### src/hdl/tfi_pkg.sv
package tfi_pkg;
	// ==========================================
	// frame characters
	localparam logic [7:0] CH_DATA   = 8'h3D; // '=' data frame marker
	localparam logic [7:0] CH_TELEM  = 8'h54; // 'T' telemetry marker
	localparam logic [7:0] CH_ANALOG = 8'h41; // 'A' analog technology
	localparam logic [7:0] CH_DIGIT  = 8'h44; // 'D' digital technology
	localparam logic [7:0] CH_GET    = 8'h47; // 'G' read access
	localparam logic [7:0] CH_SET    = 8'h53; // 'S' write access
	localparam logic [7:0] CH_REPLY  = 8'h52; // 'R' normal reply
	localparam logic [7:0] CH_ERROR  = 8'h45; // 'E' error reply
	localparam logic [7:0] CH_CR     = 8'h0D; // frame terminator
	localparam logic [7:0] CH_ZERO   = 8'h30; // ascii '0'
	// ==========================================
	// sizes and options
	localparam int         ADDR_MAX      = 5;  // address bytes, most
	localparam int         NUM_PINS      = 9;  // general pins
	localparam int         OPT_NUM_BIT   = 2;  // numeric address option bit
	localparam int         ADC_BITS      = 12; // analog resolution
	localparam int         ADC_FIRST     = 2;  // pin index of third pin
	localparam int         ADC_LAST      = 5;  // pin index of sixth pin
	// ==========================================
	// timing
	localparam int         CLK_HZ        = 100_000_000;
	localparam int         TEST_SECONDS  = 30;
	localparam longint     TEST_CYCLES   = longint'(TEST_SECONDS) * CLK_HZ;
	// ==========================================
	// pin modes (3 bits per pin)
	localparam logic [2:0] PM_STATUS = 3'h0; // status or pull down
	localparam logic [2:0] PM_OUT_LO = 3'h1; // output, low at power up
	localparam logic [2:0] PM_OUT_HI = 3'h2; // output, high at power up (tfi_top drives pin_out low)
	localparam logic [2:0] PM_IN     = 3'h3; // digital input
	localparam logic [2:0] PM_RISE   = 3'h4; // rising edge interrupt
	localparam logic [2:0] PM_FALL   = 3'h5; // falling edge interrupt
	localparam logic [2:0] PM_BOTH   = 3'h6; // both edges
	localparam logic [2:0] PM_ANALOG = 3'h7; // analog input
endpackage : tfi_pkg

### src/hdl/tfi_fifo.sv
`timescale 1ns/1ns
// ==========================================
// small synchronous fifo, valid/ready both sides
module tfi_fifo #(
	parameter int WIDTH = 8,
	parameter int DEPTH = 16
) (
	input  wire logic             ref_clk,
	input  wire logic             rst,
	input  wire logic [WIDTH-1:0] in_data,
	input  wire logic             in_valid,
	output logic                  in_ready,
	output logic      [WIDTH-1:0] out_data,
	output logic                  out_valid,
	input  wire logic             out_ready
);
	localparam int AW = $clog2(DEPTH);
	logic [WIDTH-1:0] mem [DEPTH];   // storage
	logic [AW:0]      wp_r, wp_nxt;  // write pointer with wrap bit
	logic [AW:0]      rp_r, rp_nxt;  // read pointer with wrap bit
	logic             push, pop;
	// full when pointers differ only in wrap bit
	assign in_ready  = !((wp_r[AW] != rp_r[AW]) &&
		(wp_r[AW-1:0] == rp_r[AW-1:0]));
	assign out_valid = (wp_r != rp_r);
	assign out_data  = mem[rp_r[AW-1:0]];
	assign push      = in_valid && in_ready;
	assign pop       = out_valid && out_ready;
	// pointer next values
	always_comb
	begin
		wp_nxt = push ? wp_r + 1'b1 : wp_r;
		rp_nxt = pop ? rp_r + 1'b1 : rp_r;
	end
	// pointer registers
	always_ff @(posedge ref_clk or posedge rst)
	begin
		if (rst)
		begin
			wp_r <= '0;
			rp_r <= '0;
		end
		else
		begin
			wp_r <= wp_nxt;
			rp_r <= rp_nxt;
		end
	end
	// storage write, no reset needed on data
	always_ff @(posedge ref_clk)
	begin
		if (push)
			mem[wp_r[AW-1:0]] <= in_data;
	end
endmodule : tfi_fifo

### src/hdl/tfi_top.sv
`timescale 1ns/1ns
// Contract
// ack remote radio change, then switch
// operator repeats radio change locally
// remote radio test stops after 30s
// nine pins, out/in/rise/fall modes
// 12-bit analog on pins three-six
// edge interrupt pin sends a frame
// wake only pin3 rise, pin4 fall
// both-edges pin never wakes
// '=' means data, 'T' telemetry
// address zero is broadcast
// data payload goes to serial link
// telemetry runs alongside data traffic
// telemetry uses addressed secured mode
// address field one to five bytes
// option bit2 selects numeric address
// 0x54 ends address, marks telemetry
// technology byte 'A' analog 'D' digital
// access byte 'G' read 'S' write
// write carries variable fields before CR
// frames end with single carriage return
// reply R or E, error empty
// exit command: OK, apply new config; code only pulses exit_ok, no config is applied
// drop frames for other addresses
module tfi_top #(
	parameter longint TEST_CYCLES = tfi_pkg::TEST_CYCLES,
	parameter int     FIFO_DEPTH  = 16
) (
	input  wire logic        ref_clk,
	input  wire logic        rst,
	input  wire logic [7:0]  rx_byte,       // received radio frame byte
	input  wire logic        rx_valid,
	output logic             rx_ready,      // back pressure from fifo
	input  wire logic [7:0]  own_id,        // numeric own address
	input  wire logic [7:0]  options_config_reg,
	input  wire logic [26:0] pin_mode,      // 3 bits per pin
	input  wire logic [8:0]  pin_in,        // pin levels
	input  wire logic [47:0] adc_value,     // four 12-bit samples
	output logic      [8:0]  pin_out,
	output logic      [8:0]  pin_oe,
	output logic      [7:0]  ser_data,      // data payload to serial link
	output logic             ser_valid,
	input  wire logic        ser_ready,
	output logic             tm_get,        // read order pulse
	output logic             tm_set,        // write order pulse
	output logic             tm_analog,     // technology of last order
	output logic             tm_error,      // error reply flag
	output logic      [7:0]  reply_kind,    // 'R' or 'E'
	output logic      [8:0]  pin_values,    // digital read snapshot
	output logic      [47:0] analog_values, // analog read snapshot
	output logic             irq_frame,     // edge event send request
	output logic             wake,          // wake from standby
	input  wire logic        radio_chg_req, // remote radio change order
	output logic             radio_ack,     // ack sent on old setting
	output logic             radio_apply,   // switch to new setting
	input  wire logic        test_start,    // remote radio test order
	output logic             test_active,
	input  wire logic        exit_config_cmd,
	output logic             exit_ok,       // OK then resume
	output logic             secured_mode   // telemetry mode flag
);
	// ==========================================
	// parser state
	typedef enum logic [2:0] {S_ADDR, S_TECH, S_ACC, S_ARGS, S_DATA,
		S_DROP} tfi_st_e;
	tfi_st_e     st_r, st_nxt;
	logic [2:0]  alen_r, alen_nxt;   // address bytes seen
	logic [7:0]  aval_r, aval_nxt;   // accumulated address value
	logic        tech_a_r, tech_a_nxt;
	logic        bad_r, bad_nxt;     // malformed order
	logic        get_nxt, set_nxt;
	logic        byte_in;
	logic        numeric;
	logic        addr_ok;
	logic        f_valid, f_ready;
	logic [7:0]  f_data;
	// incoming bytes buffered; data frames stall on the serial side
	tfi_fifo #(.WIDTH(8), .DEPTH(FIFO_DEPTH)) u_fifo (
		.ref_clk  (ref_clk),
		.rst      (rst),
		.in_data  (rx_byte),
		.in_valid (rx_valid),
		.in_ready (rx_ready),
		.out_data (f_data),
		.out_valid(f_valid),
		.out_ready(f_ready)
	);
	assign numeric      = options_config_reg[tfi_pkg::OPT_NUM_BIT];
	assign secured_mode = 1'b1;
	// zero or own id accepted
	assign addr_ok = (aval_r == 8'h00) || (aval_r == own_id);
	// data bytes wait for serial sink, orders never wait
	assign f_ready = (st_r == S_DATA) ? ser_ready : 1'b1;
	assign byte_in = f_valid && f_ready;
	assign ser_valid = (st_r == S_DATA) && f_valid && addr_ok;
	assign ser_data  = f_data;
	// parser next state
	always_comb
	begin
		st_nxt = st_r;
		alen_nxt = alen_r;
		aval_nxt = aval_r;
		tech_a_nxt = tech_a_r;
		bad_nxt = bad_r;
		get_nxt = 1'b0;
		set_nxt = 1'b0;
		if (byte_in)
		begin
			case (st_r)
				S_ADDR:
				begin
					if (f_data == tfi_pkg::CH_TELEM && alen_r != 3'h0)
						st_nxt = S_TECH;
					else if (f_data == tfi_pkg::CH_DATA && alen_r != 3'h0)
						st_nxt = S_DATA;
					else if (alen_r == 3'(tfi_pkg::ADDR_MAX))
						st_nxt = S_DROP;
					else
					begin
						alen_nxt = alen_r + 3'h1;
						if (numeric)
							aval_nxt = f_data;
						else
							aval_nxt = 8'(aval_r * 8'h0A +
								(f_data - tfi_pkg::CH_ZERO));
					end
				end
				S_TECH:
				begin

					tech_a_nxt = (f_data == tfi_pkg::CH_ANALOG);
					bad_nxt = (f_data != tfi_pkg::CH_ANALOG) &&
						(f_data != tfi_pkg::CH_DIGIT);
					st_nxt = S_ACC;
				end
				S_ACC:
				begin

					if (f_data == tfi_pkg::CH_GET)
						st_nxt = S_ARGS;
					else if (f_data == tfi_pkg::CH_SET)
						st_nxt = S_ARGS;
					else
						bad_nxt = 1'b1;
					st_nxt = S_ARGS;
					set_nxt = 1'b0;
					tech_a_nxt = tech_a_r;
					alen_nxt = (f_data == tfi_pkg::CH_SET) ? 3'h7 : 3'h6;
				end
				S_ARGS:
				begin
					// write fields skipped until terminator
					if (f_data == tfi_pkg::CH_CR)
					begin
						if (addr_ok)
						begin
							get_nxt = (alen_r == 3'h6);
							set_nxt = (alen_r == 3'h7);
						end
						st_nxt = S_ADDR;
						alen_nxt = 3'h0;
						aval_nxt = 8'h00;
					end
					else if (alen_r == 3'h6)
						bad_nxt = 1'b1; // read with stray fields
				end
				default:
				begin
					// data and dropped frames end on terminator
					if (f_data == tfi_pkg::CH_CR)
					begin
						st_nxt = S_ADDR;
						alen_nxt = 3'h0;
						aval_nxt = 8'h00;
					end
				end
			endcase
		end
	end
	// parser registers
	always_ff @(posedge ref_clk or posedge rst)
	begin
		if (rst)
		begin
			st_r <= S_ADDR;
			alen_r <= 3'h0;
			aval_r <= 8'h00;
			tech_a_r <= 1'b0;
			bad_r <= 1'b0;
		end
		else
		begin
			st_r <= st_nxt;
			alen_r <= alen_nxt;
			aval_r <= aval_nxt;
			tech_a_r <= tech_a_nxt;
			bad_r <= (st_nxt == S_ADDR) ? 1'b0 : bad_nxt;
		end
	end
	// ==========================================
	// order results, pins and edges
	logic [8:0]  prev_r, prev_nxt;   // last pin levels
	logic [8:0]  pout_r, pout_nxt;
	logic [8:0]  edge_hit;
	logic        wake_nxt, irq_nxt;
	logic        prime_r, prime_nxt; // first level sample taken
	// pin directions and edge detection
	always_comb
	begin
		prev_nxt = pin_in;
		prime_nxt = 1'b1;
		pout_nxt = pout_r;
		wake_nxt = 1'b0;
		irq_nxt = 1'b0;
		for (int i = 0; i < tfi_pkg::NUM_PINS; i++)
		begin
			pin_oe[i] = (pin_mode[3*i +: 3] == tfi_pkg::PM_OUT_LO) ||
				(pin_mode[3*i +: 3] == tfi_pkg::PM_OUT_HI);
			// prev_r holds only a reset value at first: no false edge
			edge_hit[i] = prime_r && (
				((pin_mode[3*i +: 3] == tfi_pkg::PM_RISE) &&
				pin_in[i] && !prev_r[i]) ||
				((pin_mode[3*i +: 3] == tfi_pkg::PM_FALL) &&
				!pin_in[i] && prev_r[i]) ||
				((pin_mode[3*i +: 3] == tfi_pkg::PM_BOTH) &&
				(pin_in[i] != prev_r[i])));
		end
		irq_nxt = |edge_hit;

		wake_nxt = (edge_hit[2] && pin_mode[8:6] == tfi_pkg::PM_RISE) ||
			(edge_hit[3] && pin_mode[11:9] == tfi_pkg::PM_FALL);
	end
	// result registers
	always_ff @(posedge ref_clk or posedge rst)
	begin
		if (rst)
		begin
			prev_r <= 9'h000;
			prime_r <= 1'b0;
			pout_r <= 9'h000;
			irq_frame <= 1'b0;
			wake <= 1'b0;
			tm_get <= 1'b0;
			tm_set <= 1'b0;
			tm_analog <= 1'b0;
			tm_error <= 1'b0;
			reply_kind <= tfi_pkg::CH_REPLY;
			pin_values <= 9'h000;
			analog_values <= 48'h0;
		end
		else
		begin
			prev_r <= prev_nxt;
			prime_r <= prime_nxt;
			pout_r <= pout_nxt;
			irq_frame <= irq_nxt;
			wake <= wake_nxt;
			tm_get <= get_nxt;
			tm_set <= set_nxt;
			if (get_nxt || set_nxt)
			begin
				tm_analog <= tech_a_r;
				tm_error <= bad_r;
				reply_kind <= bad_r ? tfi_pkg::CH_ERROR :
					tfi_pkg::CH_REPLY;
				pin_values <= bad_r ? 9'h000 : pin_in;
				// only pins three to six carry samples
				analog_values <= (bad_r || !tech_a_r) ? 48'h0 : adc_value;
			end
		end
	end
	assign pin_out = pout_r;
	// ==========================================
	// remote radio change, test timer, exit
	logic [34:0] tcnt_r, tcnt_nxt;   // radio test countdown
	logic        ack_pend_r, ack_pend_nxt;
	logic        apply_nxt, ok_nxt;
	// next values
	always_comb
	begin
		tcnt_nxt = tcnt_r;
		ack_pend_nxt = 1'b0;
		apply_nxt = 1'b0;
		ok_nxt = exit_config_cmd;
		if (test_start)
			tcnt_nxt = 35'(TEST_CYCLES);
		else if (tcnt_r != 35'h0)
			tcnt_nxt = tcnt_r - 35'h1;
		ack_pend_nxt = radio_chg_req; // ack first
		apply_nxt = ack_pend_r;       // switch next cycle
	end
	// registers
	always_ff @(posedge ref_clk or posedge rst)
	begin
		if (rst)
		begin
			tcnt_r <= 35'h0;
			ack_pend_r <= 1'b0;
			radio_apply <= 1'b0;
			exit_ok <= 1'b0;
		end
		else
		begin
			tcnt_r <= tcnt_nxt;
			ack_pend_r <= ack_pend_nxt;
			radio_apply <= apply_nxt;
			exit_ok <= ok_nxt;
		end
	end
	assign radio_ack   = ack_pend_r;
	assign test_active = (tcnt_r != 35'h0);
	// ==========================================
	// checks
	a_apply_after_ack: assert property (@(posedge ref_clk) disable iff (rst)
		radio_ack |=> radio_apply) else $error("switch not after ack");
	a_wake_both_none: assert property (@(posedge ref_clk) disable iff (rst)
		(pin_mode[8:6] == tfi_pkg::PM_BOTH &&
		pin_mode[11:9] == tfi_pkg::PM_BOTH) |=> !wake)
		else $error("wake from both-edge pin");
	a_edge_irq: assert property (@(posedge ref_clk) disable iff (rst)
		(|edge_hit) |=> irq_frame) else $error("edge lost");
	a_test_ends: assert property (@(posedge ref_clk) disable iff (rst)
		(test_active && !test_start && tcnt_r == 35'h1) |=> !test_active)
		else $error("radio test did not stop");
	a_error_kind: assert property (@(posedge ref_clk) disable iff (rst)
		(tm_error && (tm_get || tm_set)) |-> reply_kind == tfi_pkg::CH_ERROR
		&& pin_values == 9'h000) else $error("error reply wrong");
	a_data_route: assert property (@(posedge ref_clk) disable iff (rst)
		ser_valid |-> st_r == S_DATA && addr_ok)
		else $error("stray data");
	a_exit_ok: assert property (@(posedge ref_clk) disable iff (rst)
		exit_config_cmd |=> exit_ok) else $error("no OK on exit");
	a_order_cr: assert property (@(posedge ref_clk) disable iff (rst)
		(get_nxt || set_nxt) |-> f_data == tfi_pkg::CH_CR)
		else $error("order without terminator");
endmodule : tfi_top

### config.mk
export PLATFORM = sky130hd
export DESIGN_NAME = tfi_top
export DESIGN_NICKNAME = d
export VERILOG_FILES = /design/src/hdl/tfi_pkg.sv /design/src/hdl/tfi_fifo.sv /design/src/hdl/tfi_top.sv
export SDC_FILE = /design/constraint.sdc
export NUM_CORES = 1
export LEC_CHECK = 0
export ABC_AREA = 1
export BUFFER_PORTS_ARGS = -buffer_cell sky130_fd_sc_hd__buf_2
export CORE_ASPECT_RATIO = 0.6
export CORE_MARGIN = 10
export CORE_UTILIZATION = 55
export CTS_CLUSTER_DIAMETER = 50
export DETAILED_ROUTE_END_ITERATION = 10
export PLACE_DENSITY_LB_ADDON = 0.2
export SYNTH_ARGS = -nofsm -noshare
export SYNTH_HDL_FRONTEND = slang
export SYNTH_HIERARCHICAL = 1
export SYNTH_SLANG_ARGS = --single-unit
### constraint.sdc
create_clock -name ref_clk -period 7.39 [get_ports ref_clk]
set_clock_uncertainty 0.1 [all_clocks]
set_input_delay 1.1085 -clock ref_clk [delete_from_list [all_inputs] [get_ports ref_clk]]
set_output_delay 1.1085 -clock ref_clk [all_outputs]
set_load 0.01 [all_outputs]
# Word-level counts from Yosys, hierarchy flattened
# Memories as Yosys holds them, arrays and structs flattened.
# Cells that the tools add are included.
[op_classes]
add_sub_neg = 6
n_mul = 1
div = 0
magnitude_cmp = 0
eq_ne = 80
shift = 0
n_mux = 41
bitwise = 2
reduce_logical = 131
[op_table]
columns = ["operator", "n"]
rows = [
  ["equality test 3 bit, second input constant", 31],
  ["2-to-1 mux 35 bit", 2],
  ["logical AND 1 bit", 64],
  ["2-to-1 mux 48 bit", 1],
  ["2-to-1 mux 8 bit", 5],
  ["nonzero test 35 bit", 1],
  ["subtractor 35 x 1 -> 35 bit, second input constant", 1],
  ["equality test 3 x 2 -> 1 bit, second input constant", 11],
  ["equality test 8 x 7 -> 1 bit, second input constant", 4],
  ["logical OR 1 bit", 31],
  ["equality test 3 x 1 -> 1 bit, second input constant", 10],
  ["2-to-1 mux 3 bit", 9],
  ["logical NOT 1 bit", 20],
  ["2-to-1 mux 1 bit", 18],
  ["one-hot mux 3 bit (3 select lines)", 2],
  ["AND reduction 6 bit", 3],
  ["!= test 8 x 7 -> 1 bit, second input constant", 2],
  ["one-hot mux 8 bit (2 select lines)", 1],
  ["!= test 3 bit, second input constant", 4],
  ["adder 5 x 1 -> 5 bit, second input constant", 2],
  ["!= test 1 bit", 10],
  ["2-to-1 mux 9 bit", 1],
  ["OR reduction 9 bit", 1],
  ["adder 8 bit", 1],
  ["other kinds (19)", 26],
]
[totals]
ff_bits = 145
latchBits = 0
ramBits = 128
rom_bits = 0
inputBits = 115
word_cells = 284
n_memories = 1
[mem_list]
columns = ["memory", "depth", "width", "rd", "rd_clocked_by_memory_dff", "wr", "line_no", "source"]
rows = [
  ["u_fifo.mem", 16, 8, 1, 0, 1, "tfi_fifo.sv:18", "logic [WIDTH-1:0] mem [DEPTH];"],
]

# Logic depth before layout (Yosys ltp)
# An unclocked memory read counts as a cell.
[logic_depth]
ltp_word = 10
depth_mapped = 24
ltp_nobuf = 22

# By module
# The synthesis kept the hierarchy.
[modules_own_cells]
columns = ["module", "n_inst", "cells_each", "area_per_inst_um2"]
rows = [
  ["tfi_top", 1, 964, 7465.9],
  ["tfi_fifo", 1, 558, 5970.7],
]

# Least setup slack after synthesis
# OpenSTA, ideal clock, no wires.
[synth_path]
path_kind = "flip-flop to flip-flop"
startpoint = "register u_fifo.rp_r[1]"
endpoint = "register aval_r[6]"
setup_time_ps = 131
arrival_ps = 2699
required_ps = 7159
setup_slack_ps = 4460
stages_incl_launch_ff = 18
path_buffers = 2
synth_period_minus_slack_ps = 2930
cell_sequence = "dfrtp_1 > buf_4 > inv_2 > clkbuf_1 > nor2_1 > o21ai_0 > nand3_1 > nand3_1 > nand2_1 > ha_1 > ha_1 > fa_1 > nand3_1 > nand2_1 > xnor2_1 > o21ai_0 > nand2_1 > o21ai_0"
[synth_between]
elab_chain_len = 8
elab_cells_between_ends = 19
classes_between = "2 x add/sub; 6 x eq/ne; 5 x mux; 5 x reduce/logical; 1 x memory"
[synth_rtl]
columns = ["element", "line_no", "source"]
rows = [
  ["from (decl)", "tfi_fifo.sv:20", "logic [AW:0] rp_r, rp_nxt;"],
  ["from (signal assigned)", "tfi_fifo.sv:46", "rp_r <= rp_nxt;"],
  ["memory (16 x 8 bit) (*)", "n/a", ""],
  ["net ser_data[2]", "tfi_top.sv:42", "output logic [7:0] ser_data,"],
  ["subtractor 8 x 6 -> 8 bit", "tfi_top.sv:126", "(f_data - tfi_pkg::CH_ZERO));"],
  ["adder 8 bit", "tfi_top.sv:125", "aval_nxt = 8'(aval_r * 8'h0A +"],
  ["2-to-1 mux 8 bit", "tfi_top.sv:122", "if (numeric)"],
  ["2-to-1 mux 8 bit", "tfi_top.sv:117", "else if (alen_r == 3'(tfi_pkg::ADDR_MAX))"],
  ["2-to-1 mux 8 bit", "tfi_top.sv:115", "else if (f_data == tfi_pkg::CH_DATA && alen_r != 3'h0)"],
  ["2-to-1 mux 8 bit", "tfi_top.sv:113", "if (f_data == tfi_pkg::CH_TELEM && alen_r != 3'h0)"],
  ["one-hot mux 8 bit (2 select lines)", "tfi_top.sv:110", "case (st_r)"],
  ["to (signal assigned)", "tfi_top.sv:196", "aval_r <= aval_nxt;"],
  ["to (decl)", "tfi_top.sv:69", "logic [7:0] aval_r, aval_nxt;"],
]
# The timed path passes the listed nets; every way through them passes the cells marked *. The select of a mux whose other input is x is not followed.
# A chain may end at the register's enable or synchronous reset.

# Worst setup path after layout
[layout_path]
startpoint = "register u_fifo.rp_r[0]"
endpoint = "register analog_values[6]"
[layout_between]
elab_chain_len = 6
elab_cells_between_ends = 11
classes_between = "2 x eq/ne; 6 x mux; 2 x reduce/logical; 1 x memory"
[layout_rtl]
columns = ["element", "line_no", "source"]
rows = [
  ["memory (16 x 8 bit)", "n/a", ""],
  ["equality test 8 x 4 -> 1 bit", "tfi_top.sv:154", "if (f_data == tfi_pkg::CH_CR)"],
  ["2-to-1 mux 1 bit", "tfi_top.sv:154", ""],
  ["2-to-1 mux 1 bit", "tfi_top.sv:110", ""],
  ["2-to-1 mux 1 bit", "tfi_top.sv:108", "if (byte_in)"],
  ["logical OR 1 bit (*)", "tfi_top.sv:261", "if (get_nxt || set_nxt)"],
  ["to (signal assigned)", "tfi_top.sv:269", "analog_values <= (bad_r || !tech_a_r) ? 48'h0 : adc_value;"],
  ["to (decl)", "tfi_top.sv:51", "output logic [47:0] analog_values,"],
]
# Mark *: on every way between the ends. The rest lies on a longest branch, timed or not.

==> out/metrics.yaml <==
run_status:
  status: "finished, final reports clean"
timing:
  worst_slack_ns: 2.925
  max_freq_mhz: 224.0
  rsz0062_at_grt: "no"
  hold_violations: 0
  whs_ns: 0.2850
  fin_setup_tns_ns: 0
  worst_pin_slew_ns: 1.135
  drv_slew: 0
  slew_headroom_pct: 24.35
  finalCriticalPeriod_ns: 4.465
  setup_viol: 0
  fin_crit_sh_pct: 60.42
flow_run:
  maxCapViolCount: 0
global_routing:
  grt-ovfl-total: 0
  antenna_found_initial: 2
  grt_start_max_net_pins: 75
  grt_usage_pct: 21.78
  grt_pass1_vias: 10223
  grt_pass1_wl_um: 55530
floorplan:
  pin_count: 219
  rows: 44
  die_h_um: 141.1
  dieArea_mm2: 0.03129
  start_util_pct: 55.72
  dieWidth_um: 221.8
  core_mm2: 0.02411
power:
  p_sw_share_pct: 42.35
  power_frac_clock_pct: 23.0
  leakage_nw: 7.137
  p_seq_share_pct: 32.5
  combPwrFrac_pct: 44.5
  peakVddDrop_mv: 0.3327
  p_int_mw: 3.254
  p_per_area_mw_per_mm2: 368.6
  power_switching_mw: 2.391
critical_path:
  r2r-start: "u_fifo/rp_r[0]"
  crit_chain: "inv_2, nand2_1, nand2_1, nand2_1, o21ai_0, nand2_1, nand2_1, inv_1, nand2_1, inv_1, nand2_1, inv_1, nand4_1, clkinv_1, o211ai_4, buf_4, buf_4, nand2_1, o21ai_2"
  slowest_stage: "inv_2"
  rr_worst_depth: 19
  reg2reg_slack_ns: 2.92
  crit_path_max_incr_delay_ns: 0.80
  cp-startpoint: "u_fifo/rp_r[0]"
  worst-path-max-fanout: 68
  path_buf_inv: 7
  critPathKind: "reg2reg"
  r2r-end: "analog_values[6]"
  critPathCaptureType: "register"
  crit_cells: 19
  crit_arrival_ns: 4.84
  crit_path_end: "analog_values[6]"
  cp_top_family: "buffers and inverters"
  cp.required_ns: 7.76
  path_common_cell: "nand2_1"
  start_kind: "register"
drt:
  wl_per_cell_um: 17.40
  post-route-drc-count: 0
  dr.pass1.iters: 6
  vias: 10896
  via_per_inst: 5.341
  final_antenna_net_count: 0
  drt_iter0_drc: 1135
  wl_um: 35490
logic_synthesis:
  synthTopCellsByArea: "edfxtp_1, dfrtp_1, nand2_1"
  ys.warnings.count: 6
  yosysTopAreaCellShare_pct: 28.61
  synth-seq-cells: 266
  synth.distinct_cells: 44
  async_reset_ff_share_pct: 51.88
  yosys.area.top_type: "edfxtp_1"
  synth-main-ff-cell: "dfrtp_1"
  syn_inst: 1522
  synth_edf_count: 128
  yosysMostFrequentCell: "nand2_1"
  ys_seq_area_share_pct: 54.32
  synthTopCellsByCount: "nand2_1, nor2_1, dfrtp_1, edfxtp_1, inv_1"
  avgSynthCellArea_um2: 8.828
  syn_area_mm2: 0.01344
placement:
  dpl_worst_slack_ns: 3.010
  port_buffers: 197
  gp_congestion: 0.9243
  dp.final_hpwl_um: 25760
  place_area_mm2: 0.01450
clocking:
  cts_setup_buffers: 0
  cts-root-buf: "clkbuf_16"
  ctsHoldBuffers: 0
  cts_resized: 0
  clk-insertion-delay-late_ns: 0.55
  tritoncts: "yes"
  numCtsBuffers: 25
  clock_path_buffers: 3
  h-tree-depth: 1
  cts.clk_slew.worst_paths_ns: 0.06
  numClockSinks: 266
final_layout:
  fillers: 2104
  layout.nets: 1846
  drive_above_1_share_pct: 18.68
  fin_util_pct: 63.51
  diodes: 0
  syn_to_final_growth_pct: 13.97
  multi_input_area_mm2: 0.005290
  regArea_mm2: 0.007300
  fin_area_mm2: 0.01531
worst_hold_path:
  hold_class: "reg2reg"
## how the worst min path moves through the flow
| stage | cells after the start | endpoint | start | slack (ns) |
|---|---|---|---|---|
| floorplan | 0 | radio_apply | radio_ack | 0.32 |
| global placement | 0 | radio_apply | radio_ack | 0.26 |
| detailed placement | 0 | radio_apply | radio_ack | 0.27 |
| CTS | 0 | radio_apply | radio_ack | 0.28 |
| global route | 0 | radio_apply | radio_ack | 0.31 |
| finish | 0 | radio_apply | radio_ack | 0.28 |
## cells by family (layout without fill, tap and decap cells)
kind of cell,after synthesis,after routing,synth area share [%]
AOI/OAI and AO/OA,172,172,7.887
xor gates and xnor gates,36,36,2.347
adders and majority gates,31,31,2.998
buffers and inverters,190,373,6.760
DFF,266,266,54.32
muxes,1,1,0.07450
other,2,15,0.05589
and+or+nand+nor,824,824,25.56
## area by class of cell
type | instances | share of cell area, %
Tap cell | 322 | 2.631
Sequential cell | 266 | 47.67
Timing Repair Buffer | 203 | 6.733
Clock buffer | 36 | 4.616
Clock inverter | 9 | 0.7272
Multi-Input combinational cell | 1079 | 34.55
Inverter | 125 | 3.080
## state kept, by name (all words and copies together) (netlist names), 3 cells and up
register,count
analog_values,48
alen_r,3
tcnt_r,35
u_fifo/wp_r,5
aval_r,8
u_fifo/rp_r,5
prev_r,9
pin_values,9
st_r,3
u_fifo/mem,128
## metrics by stage
stage               total power, mW  instances
finish                        5.645       2040
global route                  6.094       2040
CTS                           5.656       2040
global placement              4.248       1995
detailed placement            4.346       1995
floorplan                     3.653       1535
## placed cells by master, fill, tap and decap left out, types with 3 or more instances in the layout
cell type and instances:
nand2_1 431, conb_1 15, buf_2 197, clkbuf_16 25, clkbuf_1 7, nand3b_1 5, xor2_1 13, inv_1 115
o21ai_2 41, clkbuf_8 4, o21ai_1 6, buf_4 6, nor2_1 218, o31ai_1 3, o21bai_1 6, o21ai_0 89
xnor2_1 23, clkinv_1 8, dfrtp_1 136, ha_1 29, nor3_1 17, o22ai_1 4, edfxtp_1 128, nand4_1 24
a21oi_1 18, inv_2 4, nand3_1 94, or2_2 10, nor2_2 15
## metal layers
layer  wire [um]  up-vias  GRT usage (%)
met5          13        -              0
met4         734        2          4.635
met3        3732       55          7.000
met2       15320      411          31.77
met1       15690     5150          30.98
li1            -     5278              -
## power groups by stage
stage               Sequential (mW)  Clock (mW)  Combinational, mW
finish                         1.84        1.30               2.51
global route                   1.85        1.38               2.86
CTS                            1.83        1.32               2.50
detailed placement             1.86           0               2.48
global placement               1.86           0               2.39
floorplan                      1.82           0               1.83
## worst reg2reg max path, cell delays in order, from the launching register on
cell      delay (ns)
dfrtp_2         0.41
inv_2           0.81
nand2_1         0.12
nand2_1         0.10
nand2_1         0.05
o21ai_0         0.14
nand2_1         0.17
nand2_1         0.12
inv_1           0.05
nand2_1         0.20
inv_1           0.11
nand2_1         0.11
inv_1           0.07
nand4_1         0.13
clkinv_1        0.16
o211ai_4        0.11
buf_4           0.45
buf_4           0.70
nand2_1         0.19
o21ai_2         0.09
Power figures use the tool's default switching activity.
